===== config.mk =====
export PLATFORM = sky130hd
export DESIGN_NAME = tpc_config_regs
export DESIGN_NICKNAME = d
export VERILOG_FILES = /design/src/rtl/tpc_config_regs.v /design/src/rtl/tpc_dac_sum.v /design/src/rtl/tpc_ref_divider.v
export VERILOG_INCLUDE_DIRS = /design/src /design/src/rtl
export SDC_FILE = /design/constraint.sdc
export NUM_CORES = 1
export LEC_CHECK = 0
export BUFFER_PORTS_ARGS = -buffer_cell sky130_fd_sc_hd__buf_2
export CORE_MARGIN = 4
export CORE_UTILIZATION = 46
export CTS_CLUSTER_SIZE = 28
export DETAILED_ROUTE_END_ITERATION = 8
export PLACE_DENSITY = 0.76
export REMOVE_ABC_BUFFERS = 1
export SYNTH_ARGS = -nofsm -noshare
export SYNTH_HDL_FRONTEND = slang
export SYNTH_SLANG_ARGS = --single-unit

===== constraint.sdc =====
create_clock -name mclk -period 1.6 [get_ports mclk]
set_input_delay 0.08 -clock mclk [delete_from_list [all_inputs] [get_ports mclk]]
set_output_delay 0.08 -clock mclk [all_outputs]
set_load 0.1 [all_outputs]

===== src/rtl/tpc_defines.vh =====
/*
 * register offsets, field positions and reset values of the loop
 * configuration bank. assumes inclusion by bare name, no other state.
 */
`ifndef TPC_DEFINES_VH
`define TPC_DEFINES_VH

// ------------------------------------------------------------
// register byte offsets
// ------------------------------------------------------------
`define TPC_OFS_REF_PREDIV   12'h000
`define TPC_OFS_MOD_CTRL     12'h004
`define TPC_OFS_FB_INT       12'h008
`define TPC_OFS_FB_FRAC      12'h00C
`define TPC_OFS_DAC_BASE     12'h010
`define TPC_OFS_SYS_DIV      12'h014

// ------------------------------------------------------------
// field positions
// ------------------------------------------------------------
`define TPC_MOD_EN_BIT       7
`define TPC_MOD_ORDER_HI     1
`define TPC_MOD_ORDER_LO     0

// ------------------------------------------------------------
// reset values
// ------------------------------------------------------------
`define TPC_RST_PREDIV       3'h1
`define TPC_RST_MOD_EN       1'h1
`define TPC_RST_MOD_ORDER    2'h1
`define TPC_RST_FB_INT       8'h23
`define TPC_RST_FB_FRAC      16'h2800
`define TPC_RST_DAC_BASE     5'h04
`define TPC_RST_SYS_DIV      5'h0C

// ------------------------------------------------------------
// encodings and limits
// ------------------------------------------------------------
`define TPC_PREDIV_BYPASS    3'h0
`define TPC_PREDIV_MAX       3'h4
`define TPC_ORDER_RSVD       2'h3
`define TPC_DAC_DYN_MAX      5'h10
`define TPC_VCO_PREDIV       4

`endif


===== src/rtl/tpc_config_regs.v =====
/*
 * apb register bank for the converter loop and system clock divider,
 * with the reference mux, pre-divider and dac summation it steers.
 * assumes apb master in the mclk domain; clock pins come from outside.
 */
//
// Contract
// - pre-divider codes bypass,2,4,8,16; reset divide-by-2
// - pre-divider follows the selected reference source
// - modulator enable with order first or second picks multi-modulus, else integer
// - order field integer, first, second; reset first
// - feedback integer 8 bits, reset 0x23
// - feedback fraction 16 bits, reset 0x2800
// - dac input is baseline plus dynamic clipped to 16
// - system clock is vco over four over integer
`timescale 1ns/1ps
`include "tpc_defines.vh"

module tpc_config_regs (
    // clock and reset
    input  wire        mclk,
    input  wire        nrst,
    // apb slave
    input  wire        psel,
    input  wire        penable,
    input  wire        pwrite,
    input  wire [11:0] paddr,
    input  wire [31:0] pwdata,
    input  wire [3:0]  pstrb,
    output reg  [31:0] prdata_ff,
    output reg         pready_ff,
    output reg         pslverr_ff,
    // reference sources (asynchronous pins)
    input  wire        ref_select,
    input  wire        ref_input_clk,
    input  wire        ref_pin_clk,
    // modulator dynamic value
    input  wire [4:0]  dac_dynamic,
    // loop controls
    output reg  [2:0]  ref_predivider_ff,
    output reg         ref_divided_tick_ff,
    output reg         feedback_modulator_enable_ff,
    output reg  [1:0]  feedback_modulator_order_ff,
    output reg         multi_modulus_divider_ff,
    output reg  [7:0]  feedback_integer_value_ff,
    output reg  [15:0] feedback_fraction_value_ff,
    output reg  [4:0]  dac_baseline_ff,
    output reg  [5:0]  dac_input_ff,
    output reg  [4:0]  sys_div_integer_ff,
    output reg  [6:0]  sys_total_divide_ff
);

    // ------------------------------------------------------------
    // register storage
    // ------------------------------------------------------------
    reg  [2:0]  prediv_ff;
    reg         mod_en_ff;
    reg  [1:0]  mod_order_ff;
    reg  [7:0]  fb_int_ff;
    reg  [15:0] fb_frac_ff;
    reg  [4:0]  dac_base_ff;
    reg  [4:0]  sys_div_ff;

    // first access edge raises pready; a write lands only on the pready edge
    wire        acc_en = psel & penable & ~pready_ff;
    wire        wr_en  = psel & penable & pwrite & pready_ff;
    wire        rd_en  = acc_en & ~pwrite;
    reg         addr_hit;
    reg  [31:0] rd_word;

    // ------------------------------------------------------------
    // address decode and read mux
    // ------------------------------------------------------------
    always @* begin
        addr_hit = 1'b1;
        rd_word  = 32'h0000_0000;
        case (paddr)
            `TPC_OFS_REF_PREDIV: rd_word = {29'h0, prediv_ff};
            `TPC_OFS_MOD_CTRL:   rd_word = {24'h0, mod_en_ff, 5'h00, mod_order_ff};
            `TPC_OFS_FB_INT:     rd_word = {24'h0, fb_int_ff};
            `TPC_OFS_FB_FRAC:    rd_word = {16'h0, fb_frac_ff};
            `TPC_OFS_DAC_BASE:   rd_word = {27'h0, dac_base_ff};
            `TPC_OFS_SYS_DIV:    rd_word = {27'h0, sys_div_ff};
            default:             addr_hit = 1'b0;
        endcase
    end

    // ------------------------------------------------------------
    // register writes; only declared field bits are stored
    // ------------------------------------------------------------
    always @(posedge mclk) begin
        if (!nrst) begin
            prediv_ff    <= `TPC_RST_PREDIV;
            mod_en_ff    <= `TPC_RST_MOD_EN;
            mod_order_ff <= `TPC_RST_MOD_ORDER;
            fb_int_ff    <= `TPC_RST_FB_INT;
            fb_frac_ff   <= `TPC_RST_FB_FRAC;
            dac_base_ff  <= `TPC_RST_DAC_BASE;
            sys_div_ff   <= `TPC_RST_SYS_DIV;
        end else if (wr_en && addr_hit) begin
            case (paddr)
                `TPC_OFS_REF_PREDIV: begin
                    if (pstrb[0]) begin
                        prediv_ff <= pwdata[2:0];
                    end
                end
                `TPC_OFS_MOD_CTRL: begin
                    if (pstrb[0]) begin
                        mod_en_ff    <= pwdata[`TPC_MOD_EN_BIT];
                        mod_order_ff <= pwdata[`TPC_MOD_ORDER_HI:`TPC_MOD_ORDER_LO];
                    end
                end
                `TPC_OFS_FB_INT: begin
                    if (pstrb[0]) begin
                        fb_int_ff <= pwdata[7:0];
                    end
                end
                `TPC_OFS_FB_FRAC: begin
                    if (pstrb[0]) begin
                        fb_frac_ff[7:0] <= pwdata[7:0];
                    end
                    if (pstrb[1]) begin
                        fb_frac_ff[15:8] <= pwdata[15:8];
                    end
                end
                `TPC_OFS_DAC_BASE: begin
                    // values above 16 are stored as written; software must avoid them
                    if (pstrb[0]) begin
                        dac_base_ff <= pwdata[4:0];
                    end
                end
                `TPC_OFS_SYS_DIV: begin
                    if (pstrb[0]) begin
                        sys_div_ff <= pwdata[4:0];
                    end
                end
                default: begin
                end
            endcase
        end
    end

    // ------------------------------------------------------------
    // apb answer: one wait state, registered
    // ------------------------------------------------------------
    always @(posedge mclk) begin
        if (!nrst) begin
            pready_ff  <= 1'b0;
            pslverr_ff <= 1'b0;
            prdata_ff  <= 32'h0000_0000;
        end else begin
            pready_ff  <= acc_en;
            pslverr_ff <= acc_en & ~addr_hit;
            if (rd_en && addr_hit) begin
                prdata_ff <= rd_word;
            end else begin
                prdata_ff <= 32'h0000_0000;
            end
        end
    end

    // ------------------------------------------------------------
    // reference pin synchronisers and mux
    // ------------------------------------------------------------
    reg  [1:0] sel_sync_ff;
    reg  [1:0] in_sync_ff;
    reg  [1:0] pin_sync_ff;
    reg        ref_prev_ff;
    reg        ref_cur;
    wire       ref_tick;

    always @(posedge mclk) begin
        if (!nrst) begin
            sel_sync_ff <= 2'b00;
            in_sync_ff  <= 2'b00;
            pin_sync_ff <= 2'b00;
            ref_prev_ff <= 1'b0;
        end else begin
            sel_sync_ff <= {sel_sync_ff[0], ref_select};
            in_sync_ff  <= {in_sync_ff[0], ref_input_clk};
            pin_sync_ff <= {pin_sync_ff[0], ref_pin_clk};
            ref_prev_ff <= ref_cur;
        end
    end

    always @* begin
        // reference must run well below mclk/2 for edges to be seen
        ref_cur = sel_sync_ff[1] ? pin_sync_ff[1] : in_sync_ff[1];
    end

    assign ref_tick = ref_cur & ~ref_prev_ff;

    wire div_tick;

    tpc_ref_divider u_ref_div (
        .mclk        (mclk),
        .nrst        (nrst),
        .ratio_sel   (prediv_ff),
        .ref_tick    (ref_tick),
        .div_tick_ff (div_tick)
    );

    wire [5:0] dac_sum;

    tpc_dac_sum u_dac_sum (
        .mclk      (mclk),
        .nrst      (nrst),
        .baseline  (dac_base_ff),
        .dynamic   (dac_dynamic),
        .dac_in_ff (dac_sum)
    );

    // ------------------------------------------------------------
    // registered outputs
    // ------------------------------------------------------------
    reg nxt_multi_mod;

    always @* begin
        // reserved order code treated as integer, i.e. no modulation
        nxt_multi_mod = mod_en_ff && (mod_order_ff != 2'h0)
                  && (mod_order_ff != `TPC_ORDER_RSVD);
    end

    always @(posedge mclk) begin
        if (!nrst) begin
            ref_predivider_ff            <= `TPC_RST_PREDIV;
            ref_divided_tick_ff          <= 1'b0;
            feedback_modulator_enable_ff <= `TPC_RST_MOD_EN;
            feedback_modulator_order_ff  <= `TPC_RST_MOD_ORDER;
            multi_modulus_divider_ff     <= 1'b1;
            feedback_integer_value_ff    <= `TPC_RST_FB_INT;
            feedback_fraction_value_ff   <= `TPC_RST_FB_FRAC;
            dac_baseline_ff              <= `TPC_RST_DAC_BASE;
            dac_input_ff                 <= 6'h00;
            sys_div_integer_ff           <= `TPC_RST_SYS_DIV;
            sys_total_divide_ff          <= 7'h30;
        end else begin
            ref_predivider_ff            <= prediv_ff;
            ref_divided_tick_ff          <= div_tick;
            feedback_modulator_enable_ff <= mod_en_ff;
            feedback_modulator_order_ff  <= mod_order_ff;
            multi_modulus_divider_ff     <= nxt_multi_mod;
            feedback_integer_value_ff    <= fb_int_ff;
            feedback_fraction_value_ff   <= fb_frac_ff;
            dac_baseline_ff              <= dac_base_ff;
            dac_input_ff                 <= dac_sum;
            sys_div_integer_ff           <= sys_div_ff;
            // total vco-to-system ratio, 4 times the integer
            sys_total_divide_ff          <= {sys_div_ff, 2'b00};
        end
    end

endmodule


===== src/rtl/tpc_dac_sum.v =====
/*
 * adds the dynamic modulator value to the baseline dac setting.
 * assumes both inputs are mclk-domain values.
 */
`timescale 1ns/1ps
`include "tpc_defines.vh"

module tpc_dac_sum (
    // clock and reset
    input  wire       mclk,
    input  wire       nrst,
    // operands
    input  wire [4:0] baseline,
    input  wire [4:0] dynamic,
    // result
    output reg  [5:0] dac_in_ff
);

    reg [4:0] dyn_clip;

    always @* begin
        // dynamic span is 0..16; clip anything larger
        dyn_clip = (dynamic > `TPC_DAC_DYN_MAX) ? `TPC_DAC_DYN_MAX : dynamic;
    end

    always @(posedge mclk) begin
        if (!nrst) begin
            dac_in_ff <= 6'h00;
        end else begin
            dac_in_ff <= {1'b0, baseline} + {1'b0, dyn_clip};
        end
    end

endmodule


===== src/rtl/tpc_ref_divider.v =====
/*
 * reference pre-divider counter: divides a clock-enable-style reference
 * tick stream by 1,2,4,8 or 16. assumes ref_tick already synchronous to mclk.
 */
`timescale 1ns/1ps
`include "tpc_defines.vh"

module tpc_ref_divider (
    // clock and reset
    input  wire       mclk,
    input  wire       nrst,
    // control
    input  wire [2:0] ratio_sel,
    input  wire       ref_tick,
    // output
    output reg        div_tick_ff
);

    reg  [3:0] cnt_ff;
    reg  [3:0] nxt_cnt;
    reg  [3:0] top;
    reg        nxt_div_tick;

    always @* begin
        // codes 4 and above all give divide-by-16, keeping the counter bounded
        case (ratio_sel)
            3'h0:    top = 4'h0;
            3'h1:    top = 4'h1;
            3'h2:    top = 4'h3;
            3'h3:    top = 4'h7;
            default: top = 4'hF;
        endcase
        nxt_cnt      = cnt_ff;
        nxt_div_tick = 1'b0;
        if (ref_tick) begin
            if (cnt_ff >= top) begin
                nxt_cnt      = 4'h0;
                nxt_div_tick = 1'b1;
            end else begin
                nxt_cnt = cnt_ff + 4'h1;
            end
        end
    end

    always @(posedge mclk) begin
        if (!nrst) begin
            cnt_ff      <= 4'h0;
            div_tick_ff <= 1'b0;
        end else begin
            cnt_ff      <= nxt_cnt;
            div_tick_ff <= nxt_div_tick;
        end
    end

endmodule


==> metrics.md <==
| Metric | Value |
|---|---|
| Period utilisation layout | 114% |
| Tot GR Track Use | 20.3% |
| Primary FF master, synth | dfxtp_1 |
| Initial antenna violation count | 0 |
| Pins over their slew limit | 0 |
| DR WL/cell | 15.2 um |
| DP HPWL | 7.91 mm |
| Comb pwr share | 8.0% |
| Final instance area | 6340 um2 |
| Crit. Startpoint | prediv_ff[0] |
| Skew-Pair Late Insertion Delay | 0.52 ns |
| Total Power | 7450 uW |
| Vias in the first global route | 3667 |
| CTS clk-pin slew, worst paths | 0.06 ns |
| Power Internal | 5570 uW |
| Mapped Area | 4720 um2 |
| Fin Hold WS | 0.0449 ns |
| Async SR Flop Fraction | 0% |
| Worst r2r src | prediv_ff[0] |
| # DRC | 0 |
| Synth Warn # | 0 |
| Layout cells sized above 1 | 30.8% |
| Die W | 109 um |
| Flop2flop setup slack | -0.23 ns |
| Critical Path End | u_ref_div.div_tick_ff |
| Root Driver | clkbuf_8 |
| Clock buffer depth | 2 |
| Fmax | 546 MHz |
| Ant. Diodes | 0 |
| Worst Path Arrival | 2.24 ns |
| CP Class | flip-flop to flip-flop |
| First-pass GRT wire length | 18.4 mm |
| Fin. Hold Viols | 0 |
| Via density | 4.84 |
| TritonCTS Buffers | 17 |
| RSZ-0062 raised after global routing | yes |
| Netlist cell types | 45 |
| LEAKAGE | 0.00309 uW |
| I/O Pins | 150 |
| Max-Cap Viols | 0 |
| Average size of a mapped cell | 10.2 um2 |
| Switching portion of total power | 25.3% |
| Most common cell in the synthesized netlist | dfxtp_1 |
| HP Class | input port to flip-flop |
| Count of final setup violators | 5 |
| CP max FO | 2 |
| Status | complete, but fails checks |
| Port bufs | 113 |
| H-tree levels | 4 |
| Crit path setup slack, layout | -0.231 ns |
| R2R depth | 6 |
| Crit end category | flip-flop |
| NetSw | 1880 uW |
| Post-DRT Antenna Nets | 0 |
| Post-synth EDFFs | 0 |
| Synth cell count leaders | dfxtp_1, inv_1, nand2_1 |
| RePlAce Congestion | 0.882 |
| Reg power frac | 41.9% |
| Die area | 11900 um2 |
| Period minus WS final | 1.83 ns |
| Largest cells by area after synthesis | dfxtp_1, mux2i_1, and2_1, buf_4, inv_1 |
| Post-synth top area cell | dfxtp_1 |
| Layout Area Growth over Synthesis | 34.3% |
| CP required | 2.01 ns |
| Reg-to-reg endpoint | u_ref_div.div_tick_ff |
| Cells after Synth | 464 |
| GRT overflow | 0 |
| Synth top area share | 52.6% |
| Worst clock skew | 0.00600 ns |
| Startpoint types | flip-flop |
| CTS sink count | 124 |
| Clock power share | 50.1% |
| Violated checks | setup timing |
| Floorplan row count | 36 |
| Largest net degree at the start of global routing | 47 |
| Placed inst area | 5450 um2 |
| Iter 0 DRT Violations | 181 |
| Setup_tns | -0.989 ns |
| Post-synthesis sequential area ratio | 52.6% |
| Via count | 3716 |
| Core area | 9860 um2 |
| Power Density | 1180 nW/um2 |
| Die H | 109 um |
| Layout Cells excl Fill | 767 |
| Placed cell count | 710 |
| Yosys reg bits | 124 |
| Drt first pass iters | 4 |
| Final wirelength | 11.7 mm |
| Maximum vdd drop | 0.000596 V |
| Initial Util | 47.9% |
| Net count, final | 693 |
| CTS tree | built |
==> kinds of logic after synthesis <==
kind of cell,count (synthesis),synth area share (%)
flops,124,52.6
mux,38,8.22
other cells,1,0.0794
buf+inv,81,8.61
simple gates,150,19.0
fa+ha+maj,11,3.07
compound gates,52,7.10
xor+xnor,7,1.30
==> per-layer routing <==
layer  track usage (%)  part of all wire [%]  up-vias
met2              34.0                    50      139
met1              23.9                    41     1721
li1                  -                     -     1828
met5                 0                     0        -
met4              9.17                   2.7        0
met3              6.22                   6.4       28
==> worst max-delay path, stage by stage (launching register included) <==
cell and delay (ns):
dfxtp_1 0.30, or3_1 0.37, ha_1 0.29, nand2b_4 0.16
a211oi_4 0.26, o31ai_1 0.15, and3_1 0.19
==> area by class of cell <==
type | count | area, um2
fill | 778 | 3530
sequential | 124 | 2480
multi-input combinational | 276 | 1950
timing repair buffer | 162 | 1010
clock buffer | 18 | 428
tap | 133 | 166
clock inverter | 14 | 156
inverter | 40 | 150
==> worst min-delay path by stage <==
stage | start | to | slack [ns] | depth (start not counted)
final | paddr[2] | prdata_ff[6] | 0.04 | 3
after global routing | paddr[2] | prdata_ff[6] | 0.04 | 3
after CTS | paddr[1] | prdata_ff[2] | 0.01 | 4
after detailed placement | ref_select | sel_sync_ff[0] | 0.29 | 2
after global placement | ref_input_clk | in_sync_ff[0] | 0.29 | 2
after floorplan | nrst | multi_modulus_divider_ff | 0.14 | 1
==> repair_timing <==
item | in CTS | in global routing
hold buffers | 24 | 0
setup endpoints to repair | 7 | 17
resized for setup | 7 | 5
endpoints found under the hold margin | 53 | 0
pin swaps | 4 | 3
setup buffers | 1 | 0
==> registers in the layout, summed over array words and instances, names as in the netlist, 2 cells and up <==
signal,cells
fb_frac_ff,16
feedback_fraction_value_ff,16
prdata_ff,16
fb_int_ff,8
feedback_integer_value_ff,8
dac_input_ff,6
u_dac_sum.dac_in_ff,6
dac_base_ff,5
dac_baseline_ff,5
sys_div_ff,5
sys_total_divide_ff,5
u_ref_div.cnt_ff,4
prediv_ff,3
ref_predivider_ff,3
feedback_modulator_order_ff,2
in_sync_ff,2
mod_order_ff,2
pin_sync_ff,2
sel_sync_ff,2
==> power by group through the flow <==
stage | Clock (uW) | Sequential (uW) | Combinational (uW)
6_report | 3740 | 3120 | 597
5_1_grt | 3950 | 3120 | 627
4_1_cts | 3790 | 3120 | 579
3_5_place_dp | 0 | 3190 | 512
3_3_place_gp | 0 | 3190 | 503
2_1_floorplan | 0 | 3240 | 296
==> through the flow <==
step                      setup slack (ns)  util (%)
after detailed placement            -0.171      55.3
after CTS                           -0.107      64.1
final                               -0.231      64.3
after floorplan                     -0.783         -
after global routing                -0.299      64.3
after global placement              -0.141      55.3
==> layout by cell type, fill, tap and decap left out, types with 3 or more instances in the layout <==
master	Yosys	final
a21o_1	3	3
a21oi_1	8	7
a31oi_1	8	8
and2_1	33	33
and4_1	4	3
buf_2	7	113
buf_4	23	24
clkbuf_16	0	16
clkinvlp_4	0	3
conb_1	1	18
dfxtp_1	124	124
dlygate4sd3_1	0	24
ha_1	10	9
inv_1	40	40
inv_6	0	5
mux2_2	4	4
mux2i_1	32	32
nand2_1	39	39
nand2b_1	11	10
nand3_1	9	9
nand4_1	8	8
nor2_1	15	14
nor2b_1	9	9
nor3_1	6	6
nor3_4	2	3
o21ai_0	14	14
o31ai_1	7	6
xnor2_1	3	3
xor2_1	4	4
Note: power is estimated with default switching activity, not from simulation.
